### src/disp_conv_pkg.sv
// Constants and carrier types for the display binary-to-decimal controller
`default_nettype none
package disp_conv_pkg;
  // ========================================
  // Clocking and timing
  localparam int unsigned CLK_HZ        = 100_000_000;
  localparam int unsigned SEQ_CLK_HZ    = 2_000_000;
  localparam int unsigned CNT_CLK_HZ    = 4_000_000;
  localparam int unsigned DIV_SEQ       = CLK_HZ / SEQ_CLK_HZ;
  localparam int unsigned DIV_CNT       = CLK_HZ / CNT_CLK_HZ;
  localparam int unsigned LOAD_NS       = 750;
  localparam int unsigned LOAD_CYCLES   = (LOAD_NS * (CLK_HZ / 1_000_000) + 999) / 1000;
  localparam int unsigned RATE_DIV      = 256;
  // Advance rates: display rate in tenths of a hertz, fast rates in channels per second
  localparam int unsigned RATE_MIN_DHZ  = 8;
  localparam int unsigned RATE_MAX_DHZ  = 35;
  localparam int unsigned OSC_MAX_CYC   = (CLK_HZ / RATE_DIV) * 10 / RATE_MIN_DHZ;
  localparam int unsigned OSC_MIN_CYC   = (CLK_HZ / RATE_DIV) * 10 / RATE_MAX_DHZ;
  localparam int unsigned FAST1_CH_S    = 10;
  localparam int unsigned FAST2_CH_S    = 50;
  localparam int unsigned FAST3_CH_S    = 250;
  localparam int unsigned FAST1_CYC     = CLK_HZ / FAST1_CH_S;
  localparam int unsigned FAST2_CYC     = CLK_HZ / FAST2_CH_S;
  localparam int unsigned FAST3_CYC     = CLK_HZ / FAST3_CH_S;
  // ========================================
  // Counter sizes
  localparam int unsigned BIN_W         = 20;
  localparam int unsigned DEC_W         = 24;
  localparam int unsigned CHAN_W        = 10;
  localparam int unsigned CHAN_DEC_W    = 12;
  localparam logic [9:0]  CHAN_LAST     = 10'h33f;
  localparam logic [9:0]  CHAN_HALF     = 10'h1a0;
  localparam logic [11:0] CHAN_DEC_LAST = 12'h831;
  localparam int unsigned OSC_W         = 20;
  localparam int unsigned FAST_W        = 24;
  // ========================================
  // Register map (byte addresses)
  localparam logic [7:0]  REG_RATE      = 8'h00;
  localparam logic [7:0]  REG_STATUS    = 8'h04;
  localparam logic [7:0]  REG_DATA      = 8'h08;
  localparam logic [7:0]  REG_CHANNEL   = 8'h0c;
  localparam logic [19:0] RATE_RESET    = 20'h3d090;
  // ========================================
  // Mode knob positions
  localparam logic [2:0]  MODE_UPDATE   = 3'h1;
  localparam logic [2:0]  MODE_DISP_ADV = 3'h2;
  localparam logic [2:0]  MODE_FAST1    = 3'h3;
  localparam logic [2:0]  MODE_FAST2    = 3'h4;
  localparam logic [2:0]  MODE_FAST3    = 3'h5;
  // ========================================
  // Sequencer states
  typedef enum logic [3:0] {
    ST_IDLE  = 4'b0001,
    ST_CLEAR = 4'b0010,
    ST_MEMRQ = 4'b0100,
    ST_COUNT = 4'b1000
  } seq_state_e;
  typedef struct packed {
    logic        start;
    logic        gate;
    logic [9:0]  addr;
  } mem_req_s;
  typedef struct packed {
    logic [23:0] data;
    logic [11:0] chan_num;
    logic        is_reference;
    logic        data_blank;
  } display_s;
endpackage
`default_nettype wire

### src/display_bin_to_dec_control.sv
// Display controller: channel stepping, core read and binary-to-decimal conversion
//
// Register access over AHB-Lite and the placing of the registers are this design's own decisions.
`default_nettype none
module display_bin_to_dec_control #(
  parameter int unsigned OSC_MIN   = disp_conv_pkg::OSC_MIN_CYC,
  parameter int unsigned OSC_MAX   = disp_conv_pkg::OSC_MAX_CYC,
  parameter int unsigned FAST1_LIM = disp_conv_pkg::FAST1_CYC,
  parameter int unsigned FAST2_LIM = disp_conv_pkg::FAST2_CYC,
  parameter int unsigned FAST3_LIM = disp_conv_pkg::FAST3_CYC
) (
  input  wire logic                     clock,
  input  wire logic                     rst_n,
  input  wire logic                     hsel,
  input  wire logic [31:0]              haddr,
  input  wire logic [1:0]               htrans,
  input  wire logic                     hwrite,
  input  wire logic [2:0]               hsize,
  input  wire logic [31:0]              hwdata,
  input  wire logic                     hready,
  output logic                          hreadyout,
  output logic                          hresp,
  output logic [31:0]                   hrdata,
  input  wire logic [2:0]               display_mode_knob,
  input  wire logic                     display_advance_toggle,
  input  wire logic                     dump_time,
  input  wire logic                     mem_read_done,
  input  wire logic [19:0]              mem_read_data,
  output var disp_conv_pkg::mem_req_s   mem_req,
  output var disp_conv_pkg::display_s   display,
  output logic                          channel_advance_pulse,
  output logic                          load_strobe
);
  // ========================================
  // Helpers
  function automatic logic [23:0] bcd_inc(input logic [23:0] v);
    logic [23:0] r;
    logic        c;
    r = v;
    c = 1'b1;
    for (int i = 0; i < 6; i++)
    begin
      if (c)
      begin
        if (r[i*4 +: 4] == 4'h9)
          r[i*4 +: 4] = 4'h0;
        else
        begin
          r[i*4 +: 4] = r[i*4 +: 4] + 4'h1;
          c = 1'b0;
        end
      end
    end
    return r;
  endfunction

  // ========================================
  // Input synchronisers
  logic [25:0] sync1_ff;
  logic [25:0] sync2_ff;
  logic        dump_d_ff;
  logic        done_in_d_ff;
  always_ff @(posedge clock or negedge rst_n)
  begin
    if (!rst_n)
    begin
      sync1_ff     <= '0;
      sync2_ff     <= '0;
      dump_d_ff    <= 1'b0;
      done_in_d_ff <= 1'b0;
    end
    else
    begin
      sync1_ff     <= {display_mode_knob, display_advance_toggle, dump_time, mem_read_done, mem_read_data};
      sync2_ff     <= sync1_ff;
      dump_d_ff    <= sync2_ff[21];
      done_in_d_ff <= sync2_ff[20];
    end
  end
  logic [2:0]  mode;
  logic        toggle;
  logic        dump_evt;
  logic        rd_done_evt;
  logic [19:0] rd_word;
  assign mode        = sync2_ff[25:23];
  assign toggle      = sync2_ff[22];
  assign dump_evt    = sync2_ff[21] & ~dump_d_ff;
  assign rd_done_evt = sync2_ff[20] & ~done_in_d_ff;
  assign rd_word     = sync2_ff[19:0];

  // ========================================
  // 2 MHz and 4 MHz ticks
  logic [5:0] div2_ff;
  logic [4:0] div4_ff;
  logic       tick2;
  logic       tick4;
  assign tick2 = (div2_ff == 6'(disp_conv_pkg::DIV_SEQ - 1));
  assign tick4 = (div4_ff == 5'(disp_conv_pkg::DIV_CNT - 1));
  always_ff @(posedge clock or negedge rst_n)
  begin
    if (!rst_n)
    begin
      div2_ff <= '0;
      div4_ff <= '0;
    end
    else
    begin
      div2_ff <= tick2 ? 6'h00 : div2_ff + 6'h01;
      div4_ff <= tick4 ? 5'h00 : div4_ff + 5'h01;
    end
  end

  // ========================================
  // Rate oscillator and divide-by-256
  logic [19:0] rate_ff;
  logic [19:0] osc_ff;
  logic [7:0]  rate_div_ff;
  logic [19:0] osc_lim;
  logic        osc_tick;
  logic        rate_tick;
  assign osc_lim   = (rate_ff < 20'(OSC_MIN)) ? 20'(OSC_MIN) : (rate_ff > 20'(OSC_MAX)) ? 20'(OSC_MAX) : rate_ff;
  assign osc_tick  = (osc_ff >= osc_lim - 20'h00001);
  assign rate_tick = osc_tick && (rate_div_ff == 8'(disp_conv_pkg::RATE_DIV - 1));
  always_ff @(posedge clock or negedge rst_n)
  begin
    if (!rst_n)
    begin
      osc_ff      <= '0;
      rate_div_ff <= '0;
    end
    else
    begin
      osc_ff      <= osc_tick ? 20'h00000 : osc_ff + 20'h00001;
      rate_div_ff <= osc_tick ? rate_div_ff + 8'h01 : rate_div_ff;
    end
  end

  // ========================================
  // Fast advance timer
  logic [23:0] fast_ff;
  logic [23:0] fast_lim;
  logic        fast_mode;
  logic        fast_tick;
  always_comb
  begin
    if (mode == disp_conv_pkg::MODE_FAST1)
      fast_lim = 24'(FAST1_LIM);
    else if (mode == disp_conv_pkg::MODE_FAST2)
      fast_lim = 24'(FAST2_LIM);
    else
      fast_lim = 24'(FAST3_LIM);
  end
  assign fast_mode = (mode == disp_conv_pkg::MODE_FAST1) || (mode == disp_conv_pkg::MODE_FAST2) ||
                     (mode == disp_conv_pkg::MODE_FAST3);
  assign fast_tick = fast_mode && (fast_ff >= fast_lim - 24'h000001);
  always_ff @(posedge clock or negedge rst_n)
  begin
    if (!rst_n)
      fast_ff <= '0;
    else
      fast_ff <= (fast_tick || !fast_mode) ? 24'h000000 : fast_ff + 24'h000001;
  end

  // ========================================
  // Sequencer and conversion control
  disp_conv_pkg::seq_state_e st_ff;
  logic        req_ff;
  logic        req_sync_ff;
  logic        start_ff;
  logic        stretch_ff;
  logic        guard_ff;
  logic        gate_ff;
  logic        mstart_ff;
  logic        loaded_ff;
  logic [6:0]  load_cnt_ff;
  logic        done_ff;
  logic [19:0] bin_ff;
  logic [23:0] dec_ff;
  logic [23:0] store_ff;
  logic [9:0]  chan_ff;
  logic [11:0] chan_dec_ff;
  logic        idle_all;
  logic        done;
  logic        load_go;
  logic        count_en;
  assign idle_all = (st_ff == disp_conv_pkg::ST_IDLE) && !req_ff;
  assign load_go  = rd_done_evt && guard_ff && (st_ff == disp_conv_pkg::ST_MEMRQ);
  // count after start and stretch clear
  assign count_en = (st_ff == disp_conv_pkg::ST_COUNT) && !start_ff && !stretch_ff;
  assign done     = count_en && (bin_ff == 20'h00000);

  // toggle gates all but display-update; only when idle
  assign channel_advance_pulse = idle_all && toggle &&
    (((mode == disp_conv_pkg::MODE_DISP_ADV) && rate_tick) || fast_tick);

  always_ff @(posedge clock or negedge rst_n)
  begin
    if (!rst_n)
    begin
      req_ff      <= 1'b0;
      req_sync_ff <= 1'b0;
    end
    else if (tick2 && done)
    begin
      req_ff      <= 1'b0;
      req_sync_ff <= 1'b0;
    end
    else
    begin
      // display mode advances through conversion; update per dump
      if ((channel_advance_pulse && (mode == disp_conv_pkg::MODE_DISP_ADV)) ||
          (idle_all && dump_evt && (mode == disp_conv_pkg::MODE_UPDATE)))
        req_ff <= 1'b1;
      if (tick2)
        req_sync_ff <= req_ff;
    end
  end

  // four-state sequencer on 2 MHz tick
  always_ff @(posedge clock or negedge rst_n)
  begin
    if (!rst_n)
      st_ff <= disp_conv_pkg::ST_IDLE;
    else if (tick2)
    begin
      case (st_ff)
        disp_conv_pkg::ST_IDLE:
          st_ff <= req_sync_ff ? disp_conv_pkg::ST_CLEAR : disp_conv_pkg::ST_IDLE;
        disp_conv_pkg::ST_CLEAR:
          st_ff <= disp_conv_pkg::ST_MEMRQ;
        disp_conv_pkg::ST_MEMRQ:
          st_ff <= (loaded_ff && !load_strobe) ? disp_conv_pkg::ST_COUNT : disp_conv_pkg::ST_MEMRQ;
        disp_conv_pkg::ST_COUNT:
          st_ff <= done ? disp_conv_pkg::ST_IDLE : disp_conv_pkg::ST_COUNT;
        default:
          st_ff <= disp_conv_pkg::ST_IDLE;
      endcase
    end
  end

  // start flop, read start and address gate
  always_ff @(posedge clock or negedge rst_n)
  begin
    if (!rst_n)
    begin
      start_ff  <= 1'b0;
      mstart_ff <= 1'b0;
      guard_ff  <= 1'b0;
      gate_ff   <= 1'b0;
      loaded_ff <= 1'b0;
    end
    else
    begin
      mstart_ff <= tick2 && (st_ff == disp_conv_pkg::ST_CLEAR);
      if (tick2 && (st_ff == disp_conv_pkg::ST_CLEAR))
      begin
        start_ff <= 1'b1;
        guard_ff <= 1'b1;
        gate_ff  <= 1'b1;
      end
      else
      begin
        if (load_go)
          guard_ff <= 1'b0;
        if (loaded_ff && !load_strobe)
          start_ff <= 1'b0;
        if (tick2 && (st_ff == disp_conv_pkg::ST_MEMRQ) && loaded_ff && !load_strobe)
          gate_ff <= 1'b0;
      end
      if (load_go)
        loaded_ff <= 1'b1;
      else if (st_ff != disp_conv_pkg::ST_MEMRQ)
        loaded_ff <= 1'b0;
    end
  end

  // stretch start until the next 2 MHz tick
  always_ff @(posedge clock or negedge rst_n)
  begin
    if (!rst_n)
      stretch_ff <= 1'b0;
    else if (start_ff)
      stretch_ff <= 1'b1;
    else if (tick2)
      stretch_ff <= 1'b0;
  end

  always_ff @(posedge clock or negedge rst_n)
  begin
    if (!rst_n)
      load_cnt_ff <= '0;
    else if (load_go)
      load_cnt_ff <= 7'(disp_conv_pkg::LOAD_CYCLES);
    else if (load_cnt_ff != 7'h00)
      load_cnt_ff <= load_cnt_ff - 7'h01;
  end
  assign load_strobe = (load_cnt_ff != 7'h00);

  // binary down counter; wrap; load; reset zero
  always_ff @(posedge clock or negedge rst_n)
  begin
    if (!rst_n)
      bin_ff <= '0;
    else if (tick2 && (st_ff == disp_conv_pkg::ST_IDLE) && req_sync_ff)
      bin_ff <= bin_ff - 20'h00001;
    else if (load_go)
      bin_ff <= rd_word;
    else if (tick4 && count_en && !done)
      bin_ff <= bin_ff - 20'h00001;
  end

  // six-digit decimal counter; cleared at preload
  always_ff @(posedge clock or negedge rst_n)
  begin
    if (!rst_n)
      dec_ff <= '0;
    else if (tick2 && (st_ff == disp_conv_pkg::ST_IDLE) && req_sync_ff)
      dec_ff <= '0;
    else if (tick4 && count_en && !done)
      dec_ff <= bcd_inc(dec_ff);
  end

  // falling done loads storage; storage held otherwise
  always_ff @(posedge clock or negedge rst_n)
  begin
    if (!rst_n)
    begin
      done_ff  <= 1'b0;
      store_ff <= '0;
    end
    else
    begin
      done_ff <= done;
      if (done_ff && !done)
        store_ff <= dec_ff;
    end
  end

  logic [23:0] chan_dec_inc;
  assign chan_dec_inc = bcd_inc({12'h000, chan_dec_ff});
  // binary channel; decimal mirror mod 832
  always_ff @(posedge clock or negedge rst_n)
  begin
    if (!rst_n)
    begin
      chan_ff     <= '0;
      chan_dec_ff <= '0;
    end
    else if (channel_advance_pulse)
    begin
      chan_ff     <= (chan_ff == disp_conv_pkg::CHAN_LAST) ? 10'h000 : chan_ff + 10'h001;
      chan_dec_ff <= (chan_ff == disp_conv_pkg::CHAN_LAST) ? 12'h000 : chan_dec_inc[11:0];
    end
  end

  assign mem_req = '{start: mstart_ff, gate: gate_ff, addr: gate_ff ? chan_ff : 10'h000};
  // signal or reference half; data blank in fast modes
  assign display = '{data: store_ff, chan_num: chan_dec_ff,
                     is_reference: (chan_ff >= disp_conv_pkg::CHAN_HALF), data_blank: fast_mode};

  // ========================================
  // AHB-Lite slave
  logic       wr_pend_ff;
  logic [7:0] wr_addr_ff;
  logic       acc;
  assign acc       = hsel && htrans[1] && hready;
  assign hreadyout = 1'b1;
  assign hresp     = 1'b0;
  always_ff @(posedge clock or negedge rst_n)
  begin
    if (!rst_n)
    begin
      wr_pend_ff <= 1'b0;
      wr_addr_ff <= '0;
      rate_ff    <= disp_conv_pkg::RATE_RESET;
      hrdata     <= '0;
    end
    else
    begin
      wr_pend_ff <= acc && hwrite;
      wr_addr_ff <= haddr[7:0];
      if (wr_pend_ff && (wr_addr_ff == disp_conv_pkg::REG_RATE))
        rate_ff <= hwdata[19:0];
      if (acc && !hwrite)
      begin
        if (haddr[7:0] == disp_conv_pkg::REG_RATE)
          hrdata <= {12'h000, rate_ff};
        else if (haddr[7:0] == disp_conv_pkg::REG_STATUS)
          hrdata <= {16'h0000, 2'h0, load_strobe, start_ff, req_ff, done, st_ff, 6'h00};
        else if (haddr[7:0] == disp_conv_pkg::REG_DATA)
          hrdata <= {8'h00, store_ff};
        else if (haddr[7:0] == disp_conv_pkg::REG_CHANNEL)
          hrdata <= {3'h0, display.is_reference, chan_dec_ff, 6'h00, chan_ff};
        else
          hrdata <= '0;
      end
    end
  end
endmodule
`default_nettype wire

### config.mk
export PLATFORM = sky130hd
export DESIGN_NAME = display_bin_to_dec_control
export DESIGN_NICKNAME = d
export VERILOG_FILES = /design/src/disp_conv_pkg.sv /design/src/display_bin_to_dec_control.sv
export SDC_FILE = /design/constraint.sdc
export NUM_CORES = 1
export LEC_CHECK = 0
export ABC_CLOCK_PERIOD_IN_PS = 6400
export BUFFER_PORTS_ARGS = -buffer_cell sky130_fd_sc_hd__clkbuf_2
export CORE_MARGIN = 10
export CORE_UTILIZATION = 60
export CTS_BUF_LIST = sky130_fd_sc_hd__clkbuf_4 sky130_fd_sc_hd__clkbuf_8
export DETAILED_ROUTE_END_ITERATION = 8
export PLACE_DENSITY = 0.91
export SYNTH_ARGS = -nofsm -noshare
export SYNTH_HDL_FRONTEND = slang
export SYNTH_SLANG_ARGS = --single-unit
export TNS_END_PERCENT = 5
### constraint.sdc
create_clock -name clock -period 6.4 [get_ports clock]
set_input_delay 0 -clock clock [delete_from_list [all_inputs] [get_ports clock]]
set_output_delay 0 -clock clock [all_outputs]
set_load 0.02 [all_outputs]
==> out/metrics.csv <==
stage,metric,value,unit
cts,CTS root buf,clkbuf_8,
cts,clk sinks,285,
placement,post-place setup slack,0.5847,ns
global_routing,GR Overflow Total,0,
final_layout,Ant. Diodes,0,
placement,Placer Congestion,0.9441,
sta,unrepaired setup endpoints after global routing,no,
synth,Async SR Flop Fraction,1.000,
floorplan,Starting Density,0.6083,
drt,DRC,0,
synth,synthesized area per cell,10.47,um^2
synth,"Top FF cell, synth",dfrtp_1,
outcome,status,completed,
pwr,maximum VDD drop,0.1930,mV
synth,Yosys reg bits,285,
setup_path,reg2reg end,chan_dec_ff[11],
final_layout,most frequent cells in the layout,"dfrtp_1 (277), nor2_1 (154), clkbuf_2 (139), nand2_1 (107), o21ai_0 (65)",
cts,clk_lat worst skew,0.56,ns
global_routing,vias in the first global route,10813,
flow_run,max_cap viols,0,
synth,Yosys cell types,73,
global_routing,largest net degree at the start of global routing,179,
synth,number of flops mapped to enable cells by yosys,0,
hold_path,HP Class,in2async,
floorplan,Core Region,22570,um^2
sta,Pins Over Slew Limit,0,
cts,total setup buffers inserted after CTS,0,
drt,WL final,34.09,mm
floorplan,Ports,186,
pwr,Power Dens Cells,240.0,nW/um^2
cts,Worst-path clk slew,0.07,ns
sta,final setup fails,0,
global_routing,initial antenna violation count,0,
setup_path,reg2reg setup slack,0.62,ns
floorplan,die height,171.3,um
drt,Vias,10850,
sta,Final Hold Fails,0,
sta,final period utilization,0.9035,
drt,Iter 0 DRT Violations,1046,
synth,sequential area share after synthesis,0.5201,
setup_path,R2R cell count,22,
final_layout,fillers,1540,
global_routing,Tot GR Track Use,0.2319,
drt,Vias/cell,5.926,
drt,Pre-antenna DRT Iters,8,
synth,Post-Syn Area,13730,um^2
sta,max frequency,172.9,MHz
final_layout,synthesis-to-finish area growth,17.47,%
cts,# H-tree levels,2,
synth,Syn Inst Count,1312,
placement,post-DP HPWL,23.24,mm
synth,YS warnings,0,
drt,Routed Antenna Nets,0,
setup_path,startpoint types,flip-flop,
setup_path,WP data required,6.90,ns
setup_path,CP Max Fanout,9,
cts,TritonCTS Buffers,45,
final_layout,layout cells sized above 1,0.1928,
sta,final worst slack,0.6176,ns
sta,final setup TNS,0,ns
setup_path,critical path capture point type,flip-flop,
sta,Final min period,5.782,ns
pwr,Lkg Pwr,7.791,nW
floorplan,full die area,29340,um^2
floorplan,Die Width,171.3,um
sta,worst clock skew,0.01829,ns
cts,Clock Tree Buf Depth,3,
drt,drt wl/cell,18.62,um
setup_path,R2R Path Start,rate_ff[4],
placement,port bufs,140,
sta,max_slew headroom,0.1568,
final_layout,Layout Nets,1676,
floorplan,site row count,55,
cts,CTS tree,yes,
sta,Worst Tran Pin Value,1.260,ns
setup_path,WP data arrival,6.28,ns
setup_path,critical path class,reg2reg,
global_routing,first-pass GRT wire length,54.99,mm
final_layout,"most common cell after layout, fill and taps aside",dfrtp_1,
==> worst max-delay path by stage <==
stage / startpoint / endpoint / slack, ns / cells past startpoint
final: rate_ff[4] / chan_dec_ff[11] / 0.62 / 22
after global routing: rate_ff[4] / chan_dec_ff[11] / 0.16 / 22
after CTS: rate_ff[4] / chan_dec_ff[11] / 0.52 / 22
after detailed placement: rate_ff[4] / chan_dec_ff[11] / 0.58 / 22
after global placement: rate_ff[4] / chan_dec_ff[11] / 0.75 / 22
after floorplan: rate_ff[4] / chan_dec_ff[11] / 1.37 / 21
==> cells by family (layout without fill, tap and decap cells) <==
family	Yosys count	after routing	share of synthesized area
muxes	58	58	0.05550
and+or+nand+nor	502	502	0.1810
adders and majority gates	60	60	0.05467
other	2	6	0.0005470
xor gates and xnor gates	86	86	0.05486
DFF	285	285	0.5201
buffers and inverters	97	327	0.03235
AOI/OAI and AO/OA	222	222	0.1010
==> worst max-delay path, cell delays in order (launching register included) <==
cell	delay [ns]
dfstp_2	0.61
nand4_1	0.15
o31ai_1	0.26
a31oi_1	0.13
o21ai_1	0.34
nand3b_1	0.33
nor2_1	0.25
ha_1	0.25
nand2_1	0.08
a211oi_1	0.22
buf_4	0.19
and4b_1	0.23
xnor2_1	0.14
nor2_1	0.07
ha_1	0.27
nand4_1	0.11
nor3_1	0.32
and3_1	0.21
a221o_1	0.27
a22o_1	0.39
nand3_1	0.29
or4_1	0.53
nand2_1	0.08
==> through the flow <==
step                instance area (um^2)    util  power (W)  cells  hold slack, ns
floorplan                          13750       -   0.002150   1316         -0.2956
global placement                   14620  0.6478   0.002254   1697          0.1052
detailed placement                 14620  0.6478   0.002274   1697          0.1046
CTS                                16130  0.7146   0.003899   1831         0.05720
global route                       16130  0.7146   0.004045   1831         0.07528
finish                             16130  0.7146   0.003871   1831         0.08261
==> layout make-up <==
type / instances / area, um^2 / share of cell area
clock buffer: 71 / 870.8 / 0.05399
clock inverter: 6 / 66.31 / 0.004111
inverter: 42 / 157.7 / 0.009774
multi-input combinational: 934 / 6160 / 0.3819
sequential: 285 / 7142 / 0.4428
tap: 285 / 356.6 / 0.02211
timing repair buffer: 208 / 1376 / 0.08533
==> routing by layer <==
metal  global-route usage  part of all wire
met5                    0                 0
met4               0.1013             0.040
met3              0.04469             0.075
met2               0.3863              0.48
met1               0.2889              0.40
==> registers in the layout, summed over array words and instances, names as in the netlist, 6 cells and up <==
| signal | count |
|---|---|
| bin_ff | 20 |
| chan_dec_ff | 12 |
| chan_ff | 10 |
| dec_ff | 24 |
| div2_ff | 6 |
| fast_ff | 24 |
| hrdata | 29 |
| load_cnt_ff | 7 |
| osc_ff | 20 |
| rate_div_ff | 8 |
| rate_ff | 20 |
| store_ff | 24 |
| sync1_ff | 26 |
| sync2_ff | 26 |
| wr_addr_ff | 8 |
==> power breakdown <==
group	switching, W	internal (W)
Combinational	0.000166	0.000138
Sequential	0.0000891	0.00188
Clock	0.000697	0.000902
==> synthesized netlist by cell type, drive strengths merged (3+ instances only) <==
library cell | n | area, um^2
xor2 | 43 | 376.6
a32oi | 4 | 35.03
and4 | 6 | 52.55
or2 | 5 | 31.28
nand4 | 12 | 75.07
nor2b | 9 | 58.81
and2 | 18 | 112.6
and3 | 19 | 118.9
a22o | 7 | 61.31
nor3 | 37 | 185.2
nand2 | 107 | 401.6
nor3b | 3 | 22.52
nor2 | 154 | 578.1
a41oi | 3 | 26.28
inv | 42 | 157.7
o31ai | 6 | 45.04
mux2 | 45 | 581.8
a22oi | 19 | 142.6
dfstp | 8 | 210.2
a31oi | 12 | 75.07
clkbuf | 38 | 142.6
xnor2 | 43 | 376.6
a21oi | 58 | 294.0
o21a | 5 | 37.54
mux4 | 4 | 90.09
or3 | 13 | 81.33
nand2b | 10 | 62.56
a21o | 16 | 120.1
nor4 | 14 | 102.6
nand3 | 61 | 305.3
buf | 17 | 143.9
mux2i | 9 | 90.09
dfrtp | 277 | 6932
or4b | 3 | 30.03
o211ai | 4 | 30.03
o21ai | 67 | 335.3
nand4b | 7 | 67.56
nand3b | 10 | 75.07
or4 | 7 | 60.06
ha | 60 | 750.7
==> timing repair <==
item / in CTS / in global routing
hold endpoints to repair: 168 / 0
resized for setup: 0 / 1
setup endpoints to repair: 0 / 1
hold buffers: 57 / 0
No activity file was read; power rests on OpenSTA's default activity.
